[src/rtl/sync_memory_controller_cfg.svh]
// Purpose: named constants for the synchronous memory controller
// Assumes: 32-bit bus addresses, 14 memory address lines
// Notes: domain is picked by the low two bits of the top address nibble
`ifndef SYNC_MEMORY_CONTROLLER_CFG_SVH
`define SYNC_MEMORY_CONTROLLER_CFG_SVH
`define DOM_MSB 31
`define DOM_LSB 28
`define MODE_MSB 23
`define MODE_LSB 10
`define ROW_MSB 23
`define ROW_LSB 10
`define COL_MSB 9
`define COL_LSB 1
`define GC_INIT 0
`define GC_MODE 1
`define RCD_MIN 2
`define RCD_MAX 3
`define CL_MIN 2
`define CL_MAX 8
`define BL_WIDE 4
`define BL_NARROW 8
`define SEG_64_MASK 4'h3
`define SEG_128_MASK 4'h2
`define SEG_NIB_MSB 27
`define SEG_NIB_LSB 24
`define SEG_64_OFF_MSB 23
`define SEG_64_OFF_LSB 21
`define SEG_128_OFF_MSB 23
`define SEG_128_OFF_LSB 21
`endif

[src/rtl/sync_memory_controller_pkg.sv]
// Purpose: shared types for the synchronous memory controller
// Assumes: nothing beyond the constants header
// Notes: command codes follow the usual ras/cas/we order
package sync_memory_controller_pkg;
  typedef enum logic [2:0] {
    CMD_NOP = 3'h7,
    CMD_ACTIVE = 3'h3,
    CMD_READ = 3'h5,
    CMD_WRITE = 3'h4,
    CMD_MODE = 3'h0
  } mem_cmd_e;
  typedef logic [13:0] mem_addr_t;
endpackage

[src/rtl/sync_memory_controller_latency.sv]
// Purpose: delay counter for activate-to-access and column latency waits
// Assumes: load and the count value come from the sequencer
// Notes: done pulses after exactly the loaded number of cycles
`include "sync_memory_controller_cfg.svh"
module sync_memory_controller_latency #(
  parameter int WIDTH = 4
) (
  // clock and reset
  input wire logic clk,
  input wire logic resetn,
  // control
  input wire logic load,
  input wire logic [WIDTH-1:0] count,
  output logic done
);
  typedef struct packed {
    logic [WIDTH-1:0] left;
    logic busy;
  } lat_s;
  lat_s cur, next_cur;

  // write latency plus its two extra edges reaches ten counts
  if (WIDTH < 4) begin : g_width_check
    $error("counter width must be at least four");
  end

  always_comb begin
    next_cur = cur;
    if (load) begin
      next_cur.left = count - WIDTH'(1);
      next_cur.busy = 1'b1;
    end else if (cur.busy) begin
      if (cur.left == '0) begin
        next_cur.busy = 1'b0;
      end else begin
        next_cur.left = cur.left - WIDTH'(1);
      end
    end
  end

  always_ff @(posedge clk or negedge resetn) begin
    if (!resetn) begin
      cur <= '0;
    end else begin
      cur <= next_cur;
    end
  end

  assign done = cur.busy && (cur.left == '0);
endmodule

[src/rtl/sync_memory_controller_core.sv]
// Purpose: synchronous memory controller setup and access sequencing
// Assumes: one access request at a time, held until done
// Notes: refresh and clock-enable gating are handled elsewhere
`include "sync_memory_controller_cfg.svh"
module sync_memory_controller_core
  import sync_memory_controller_pkg::*;
#(
  parameter int DOMAINS = 4,
  parameter int DATA_W = 16
) (
  // clock and reset
  input wire logic clk,
  input wire logic resetn,
  // global configuration
  input wire logic [1:0] global_config,
  input wire logic [DOMAINS-1:0] clock_enable_select,
  // per-domain configuration, plus the shared refresh timer
  input wire logic [DOMAINS-1:0][1:0] activate_to_access_delay,
  input wire logic [DOMAINS-1:0][3:0] column_latency,
  input wire logic [DOMAINS-1:0] external_width_select,
  input wire logic [DOMAINS-1:0] auto_precharge,
  input wire logic [DOMAINS-1:0] device_is_128mb,
  input wire logic [15:0] refresh_interval_timer,
  // bus request
  input wire logic req,
  input wire logic req_write,
  input wire logic [31:0] req_addr,
  output logic req_done,
  output logic req_error,
  output logic [DATA_W-1:0] rd_data,
  // memory side
  output logic [DOMAINS-1:0] chip_select_n,
  output logic [DOMAINS-1:0] memory_clock_enable,
  output logic [2:0] mem_cmd,
  output sync_memory_controller_pkg::mem_addr_t memory_address_out,
  output logic [3:0] burst_length,
  input wire logic [DATA_W-1:0] mem_dq_in,
  // status
  output logic mode_load_select,
  output logic [15:0] refresh_interval
);
  import sync_memory_controller_pkg::*;

  // elaboration checks: the select decode only serves four domains
  if (DOMAINS != 4) begin : g_dom_check
    $error("domain count must be four");
  end
  if (DATA_W < 1) begin : g_width_check
    $error("data width must be positive");
  end

  // ==========================================
  // helpers
  function automatic logic [3:0] clamp_cl(input logic [3:0] v);
    if (v < 4'(`CL_MIN)) return 4'(`CL_MIN);
    if (v > 4'(`CL_MAX)) return 4'(`CL_MAX);
    return v;
  endfunction

  function automatic logic seg_ok(input logic [31:0] a, input logic big);
    logic [3:0] nib;
    nib = a[`SEG_NIB_MSB:`SEG_NIB_LSB];
    if (big) begin
      return ((nib & `SEG_128_MASK) == 4'h0) && (a[`SEG_128_OFF_MSB:`SEG_128_OFF_LSB] == 3'h0);
    end
    return ((nib & `SEG_64_MASK) == 4'h0) && (a[`SEG_64_OFF_MSB:`SEG_64_OFF_LSB] == 3'h0);
  endfunction

  typedef enum logic [4:0] {
    ST_IDLE = 5'h01,
    ST_ACT = 5'h02,
    ST_ACCESS = 5'h04,
    ST_LAT = 5'h08,
    ST_DONE = 5'h10
  } state_e;

  typedef struct packed {
    state_e st;
    logic [1:0] dom;
    logic [2:0] cmd;
    logic [13:0] addr;
    logic [DOMAINS-1:0] cs_n;
    logic write;
    logic mode;
    logic done;
    logic err;
    logic [DATA_W-1:0] data;
  } core_s;
  core_s cur, next_cur;

  logic lat_load;
  logic [3:0] lat_count;
  logic lat_done;
  logic [1:0] dsel;
  logic [3:0] cl_eff;
  logic [1:0] rcd_eff;
  logic mode_on;

  assign dsel = req_addr[`DOM_LSB+1:`DOM_LSB];
  assign mode_on = global_config[`GC_INIT] && global_config[`GC_MODE];
  assign cl_eff = clamp_cl(column_latency[cur.dom]);
  assign rcd_eff = activate_to_access_delay[cur.dom][0] ? 2'(`RCD_MAX) : 2'(`RCD_MIN);

  sync_memory_controller_latency #(.WIDTH(4)) u_lat (
    .clk(clk),
    .resetn(resetn),
    .load(lat_load),
    .count(lat_count),
    .done(lat_done)
  );

  // ==========================================
  // sequencer
  always_comb begin
    next_cur = cur;
    next_cur.cmd = CMD_NOP;
    next_cur.done = 1'b0;
    lat_load = 1'b0;
    lat_count = 4'h0;
    unique case (cur.st)
      ST_IDLE: begin
        next_cur.cs_n = '1;
        // req is still high in the done cycle; taking it would repeat the access
        if (req && !cur.done) begin
          next_cur.dom = dsel;
          next_cur.write = req_write;
          next_cur.err = 1'b0;
          next_cur.cs_n = ~(DOMAINS'(1) << dsel);
          if (mode_on && !req_write) begin
            next_cur.mode = 1'b1;
            next_cur.cmd = CMD_MODE;
            next_cur.addr = req_addr[`MODE_MSB:`MODE_LSB];
            next_cur.st = ST_DONE;
          end else if (!seg_ok(req_addr, device_is_128mb[dsel])) begin
            next_cur.err = 1'b1;
            next_cur.cs_n = '1;
            next_cur.st = ST_DONE;
          end else begin
            next_cur.mode = 1'b0;
            next_cur.cmd = CMD_ACTIVE;
            next_cur.addr = req_addr[`ROW_MSB:`ROW_LSB];
            next_cur.st = ST_ACT;
          end
        end
      end
      ST_ACT: begin
        lat_load = 1'b1;
        lat_count = 4'(rcd_eff) - 4'h1;
        next_cur.st = ST_ACCESS;
      end
      ST_ACCESS: begin
        if (lat_done) begin
          next_cur.cmd = cur.write ? CMD_WRITE : CMD_READ;
          next_cur.addr = {3'h0, auto_precharge[cur.dom], 1'b0, req_addr[`COL_MSB:`COL_LSB]};
          lat_load = 1'b1;
          // one extra count: the device sees the command one edge after it is launched
          lat_count = cur.write ? cl_eff + 4'h2 : cl_eff + 4'h1;
          next_cur.st = ST_LAT;
        end
      end
      ST_LAT: begin
        if (lat_done) begin
          if (!cur.write) begin
            next_cur.data = mem_dq_in;
          end
          next_cur.st = ST_DONE;
        end
      end
      ST_DONE: begin
        next_cur.done = 1'b1;
        next_cur.cs_n = '1;
        next_cur.st = ST_IDLE;
      end
      default: begin
        next_cur.st = ST_IDLE;
      end
    endcase
  end

  always_ff @(posedge clk or negedge resetn) begin
    if (!resetn) begin
      cur <= '{st: ST_IDLE, cmd: CMD_NOP, cs_n: '1, default: '0};
    end else begin
      cur <= next_cur;
    end
  end

  // ==========================================
  // outputs
  assign req_done = cur.done;
  assign req_error = cur.done && cur.err;
  assign rd_data = cur.data;
  assign chip_select_n = cur.cs_n;
  assign mem_cmd = cur.cmd;
  assign memory_address_out = cur.addr;
  assign memory_clock_enable = clock_enable_select;
  assign burst_length = external_width_select[cur.dom] ? 4'(`BL_NARROW) : 4'(`BL_WIDE);
  assign mode_load_select = mode_on;
  assign refresh_interval = refresh_interval_timer;
endmodule

[config.mk]
export PLATFORM = sky130hd
export DESIGN_NAME = sync_memory_controller_core
export DESIGN_NICKNAME = d
export VERILOG_FILES = /design/src/rtl/sync_memory_controller_pkg.sv /design/src/rtl/sync_memory_controller_latency.sv /design/src/rtl/sync_memory_controller_core.sv
export VERILOG_INCLUDE_DIRS = /design/src /design/src/rtl
export SDC_FILE = /design/constraint.sdc
export NUM_CORES = 1
export LEC_CHECK = 0
export BUFFER_PORTS_ARGS = -buffer_cell sky130_fd_sc_hd__buf_2
export CAP_MARGIN = 20
export CELL_PAD_IN_SITES_DETAIL_PLACEMENT = 1
export CELL_PAD_IN_SITES_GLOBAL_PLACEMENT = 2
export CORE_MARGIN = 2
export CORE_UTILIZATION = 28
export DETAILED_ROUTE_END_ITERATION = 10
export MAX_ROUTING_LAYER = met4
export PLACE_DENSITY = 0.88
export SETUP_SLACK_MARGIN = 0.2
export SLEW_MARGIN = 20
export SYNTH_ARGS = -nofsm -noshare
export SYNTH_HDL_FRONTEND = slang
export SYNTH_SLANG_ARGS = --single-unit
[constraint.sdc]
create_clock -name clk -period 4.3 [get_ports clk]
set_input_delay 0.215 -clock clk [delete_from_list [all_inputs] [get_ports clk]]
set_output_delay 0.215 -clock clk [all_outputs]
set_load 0.02 [all_outputs]
======== Yosys cells after proc, flatten, opt, wreduce, memory -nomap -nowiden ========
Cells that the tools add are included.
Widths: inputs -> output; s select.
operators by class
  muxes and demuxes ....................... 56
  bitwise logic cells ..................... 2
  eq/ne operators ......................... 10
  reductions and logical operators ........ 23
  shift-type cells ........................ 1
  $add $sub $neg .......................... 5
  magnitude comparators ................... 4
operators by type and width
  kind                 number
  $mux 4               11
  $mux 17              2
  $pmux 17 s2          1
  $mux 30              1
  $mux 5               6
  $mux 1               25
  $pmux 5 s4           1
  $mux 16              1
  $pmux 4 s2           2
  $logic_not 4->1      3
  $reduce_and 3->1     3
  $bmux 4 s2           1
  $ne 2x2->1 const B   4
  $reduce_bool 2->1    4
  $sub 4x1->4 const B  2
  $logic_and 1x1->1    7
  $bmux 1 s2           3
  $lt 2x3->1 const B   2
  $eq 5x1->1 const B   1
  $eq 5x2->1 const B   1
  $eq 5x3->1 const B   1
  $eq 5x4->1 const B   1
  $eq 5x5->1 const B   1
  $add 4x1->4 const B  1
  14 further kinds     16
word-level totals
  output and inout bits ................... 64
  input bits .............................. 110
  word-level logic and storage cells ...... 113
  flip-flop bits (word level) ............. 53

======== Longest topological paths before layout ========
  depth in word-level cells ............... 14
  depth in mapped cells ................... 10
  mapped depth without buffers ............ 8

======== By module ========
Synthesis repeated with hierarchy kept, for this count alone.
unflattened totals
  cells, all modules ...................... 318
  area total of the unflattened synthesis .. 3299.4 um2
modules (own cells, without submodules)
  module                          seq. area each (um2)  times used  area each (um2)  cells an instance
  sync_memory_controller_core     1186.1                1           2952.8           279
  sync_memory_controller_latency  125.1                 1           346.6            39

======== Worst setup path after synthesis ========
OpenSTA, ideal clock, no wires.
  path kind ............................... register -> register
  start ................................... register u_lat.cur[1] (netlist bit)
  end ..................................... register u_lat.cur[3] (netlist bit)
  stages on the path, launching flop included .. 11
  path buffers ............................ 2
  slack ................................... 2.093 ns
  period minus slack after synthesis ...... 2.207 ns
  required time ........................... 4.168 ns
  setup time .............................. 0.132 ns
  data arrival time ....................... 2.076 ns
  path through ............................ dfrtp_1 > inv_1 > ha_1 > nor4bb_1 > and3_1 > buf_2 > buf_2 > a22oi_1 > ha_1 > nor3_2 > a221oi_2
on the way
  word-level cells in the longest chain between the ends .. 6
  elaborated cells on any way between the ends .. 14
  those cells by class .................... 2 x add/sub; 1 x eq/ne; 7 x mux; 4 x reduce/logical
RTL lines
  item                                               line                                                                        text
  start, declared                                    sync_memory_controller_latency.sv:20                                        lat_s cur, next_cur;
  start signal, assigned                             sync_memory_controller_latency.sv:45                                        cur <= next_cur;
  $logic_not 4->1                                    sync_memory_controller_latency.sv:33, sync_memory_controller_latency.sv:49
  $logic_and 1x1->1                                  sync_memory_controller_latency.sv:49                                        assign done = cur.busy && (cur.left == '0);
  $mux 4 / $mux 1 (equally long branches)            sync_memory_controller_core.sv:152                                          if (lat_done) begin
  $pmux 4 s2 / $pmux 1 s2 (equally long branches)    sync_memory_controller_core.sv:120                                          unique case (cur.st)
  $sub 4x1->4 (tied with other cells)                sync_memory_controller_latency.sv:30                                        next_cur.left = count - WIDTH'(1);
  $mux 5 / $reduce_and 2->1 (equally long branches)  n/a
Several ways; a longest one is shown, not always the timed one. The select of a mux whose other input is x is not followed.
A chain may end at the register's enable or synchronous reset.

======== Worst setup path after layout ========
Ends and elaborated chain as after synthesis.

==> impl_metrics.csv <==
group,metric,value,unit
synthesis,synthTopCellsByArea,"dfrtp_1 36%, buf_4 14%, dfstp_2 6.8%",
pwr,report.power.total,1.67,mW
route,wl,7220,µm
critical_path,r2r_cells,8,
status,outcome,"complete, no violations",
critical_path,worstSetupEndpointType,"register",
floorplanning,die_area,11800,µm²
floorplanning,die_h,109,µm
synthesis,yosysUniqueCellTypes,48,
final_layout,synthToLayoutAreaGrowth,13.2,%
floorplanning,start_util,28.5,%
route,drt_iter0_drc,86,
route,dr.max_layer_used,"met4",
floorplanning,io_pins,174,
final_layout,drive_gt1_share,51.6,%
synthesis,syn_inst,273,
route,first_pass_iters,3,
synthesis,synth_seq_cells,52,
global_routing,grt_pass1_vias,2411,
clocking,h-tree-depth,2,
timing,fin_crit_sh,63.4,%
final_layout,diodes,0,
synthesis,synthAdderAreaFrac,1.22,%
synthesis,synth_area,3070,µm²
critical_path,required,4480,ps
clocking,clkSlewWorstSetupHoldPaths,100,ps
flow_run,maxCapViolations,0,
timing,finalHoldViolations,0,
floorplanning,die_w,109,µm
synthesis,ys.flop_type,"dfrtp_1",
global_routing,grt_util_all_layers,12.4,%
final_layout,fill_cells,1254,
critical_path,critical_path.max_fanout,18,
floorplanning,rows,38,
timing,timing.fmax,367,MHz
pwr,p_leak,1.79,nW
clocking,clockRootBuffer,"clkbuf_8",
timing,worstMarginPinSlew,810,ps
synthesis,yosysMostFrequentCell,"buf_4",
placed_design,gp_congestion,0.755,
clocking,cts_num_sinks,52,
route,num_vias,2273,
synthesis,synth_top_area_share,35.8,%
synthesis,async_flop_share,100,%
worst_hold_path,hold_class,"input pin to asynchronous set/reset pin",
synthesis,synth-xor-area-share,0.570,%
timing,slew_headroom,46.0,%
synthesis,yosys.area_share.simple,11.5,%
timing,fin_skew,13.0,ps
route,wl_met2,3600,µm
clocking,clock_latency,310,ps
synthesis,synth-seq-area-share,42.7,%
global_routing,grt_first_pass_wirelength,11300,µm
synthesis,yosys.area.top_type,"dfrtp_1",
clocking,clockBufferDepth,2,
route,ant_nets,0,
final_layout,fin_nets,451,
global_routing,grt_max_degree,53,
pwr,peakVddDrop,0.185,mV
synthesis,synthTopCellsByCount,"59 x buf_4, 44 x dfrtp_1, 18 x mux2_2, 15 x nand2_1, 13 x a22o_1",
placed_design,hpwl,5790,µm
critical_path,crit_type,"register to register",
global_routing,antenna_found_initial,0,
critical_path,startpoint_type,"register",
pwr,power_density,480,nW/µm²
clocking,cts_tree,"yes",
synthesis,synth_compound_area_share,13.7,%
timing,fin_crit,2730,ps
timing,drv_slew,0,
clocking,post_cts_buffers,0,
route,met1_length,3110,µm
clocking,cts_resized,0,
synthesis,synth_top_family_by_area,"buffers and inverters",
route,vias_per_cell,4.75,
placed_design,portBuffers,122,
timing,setup_tns,0,ps
synthesis,avgSynthCellArea,11.3,µm²
synthesis,synth_mux_area_share,13.2,%
clocking,ctsHoldBuffers,0,
final_layout,postLayoutCoreUtil,32.2,%
timing,setup_violations,0,
route,wl_per_cell,15.1,µm
clocking,cts_buffers,5,
route,drc_errors,0,
critical_path,cp.arrival,2910,ps
floorplanning,core_area,10800,µm²
route,met3_length,473,µm
timing,rsz0062_at_grt,"no",
global_routing,overflow,0,
synthesis,synth_edf_count,0,
synthesis,synth-warning-count,0,
## stage by stage
stage                     std cells  setup WS (ps)  hold slack, ps  area [µm²]
after floorplan                 274           2090           -80.6        3080
after global placement          471           1640             380        3380
after detailed placement        471           1540             383        3380
after CTS                       479           1520            31.6        3480
after global routing            479           1230            57.6        3480
final                           479           1570            8.49        3480
## cell families after synthesis
| family | count (synthesis) |
|---|---|
| compound gates | 54 |
| xor+xnor | 2 |
| fa+ha+maj | 3 |
| buf+inv | 74 |
| flops | 52 |
| mux | 27 |
| other cells | 1 |
| simple gates | 60 |
## area by class of cell
type / count / area [µm²] / area share [%]
Sequential cell: 52 / 1310 / 37.7
Tap cell: 140 / 175 / 5.04
Clock inverter: 3 / 28.8 / 0.828
Timing Repair Buffer: 124 / 626 / 18.0
Clock buffer: 5 / 68.8 / 1.98
Multi-Input combinational cell: 148 / 1240 / 35.7
Inverter: 7 / 26.3 / 0.756
## power breakdown
group	internal [mW]	switching (mW)
combinational	0.299	0.351
clock	0.123	0.182
sequential	0.607	0.108
## state kept, by name, indices dropped and copies added (netlist names)
name / count
chip_select_n: 4
cur: 9
mem_cmd: 3
memory_address_out: 14
rd_data: 16
req_done: 1
u_lat.cur: 5
## cells in the final DEF (no fill, tap or decap), drive strengths merged, types with 2 or more instances in the layout
master and instances:
and2 3, a21o 9, nor2b 4, mux4 8, nand2 15, nor2 11, a221oi 3, nand3 3
a22o 13, o22ai 2, nand3b 4, nand2b 5, dfrtp 44, ha 3, o32a 2, buf 124
inv 10, a21oi 7, mux2 18, o21ai 11, clkbuf 5, nor4 2, xnor2 2, a41oi 2
dfstp 8, conb 2, nor3 5
## per-layer routing
metal  track usage (%)  vias to the layer above
met5                 -                        -
met4              2.56                        0
met2              21.7                      104
li1                  -                     1048
met3              2.63                        6
met1              14.7                     1115
## path summary, 6_finish.rpt
| path | slack (ps) | end | startpoint |
|---|---|---|---|
| min | 8 | rd_data[0] | resetn |
| min reg2reg | 480 | memory_address_out[2] | memory_address_out[2] |
| max in group asynchronous | 3820 | u_lat.cur[0] | resetn |
| max | 1570 | u_lat.cur[3] | u_lat.cur[1] |
| max reg2reg | 1570 | u_lat.cur[3] | u_lat.cur[1] |
| min in group clk | 120 | chip_select_n[3] | req_addr[28] |
## critical path, cell delays in order, from the launching register on
cell	delay (ps)
dfrtp_1	390
inv_1	110
ha_1	230
nor4bb_1	440
and3_1	760
a22oi_1	170
ha_1	280
nor3_2	190
a221oi_2	50
Note: power is estimated with default switching activity, not from simulation.
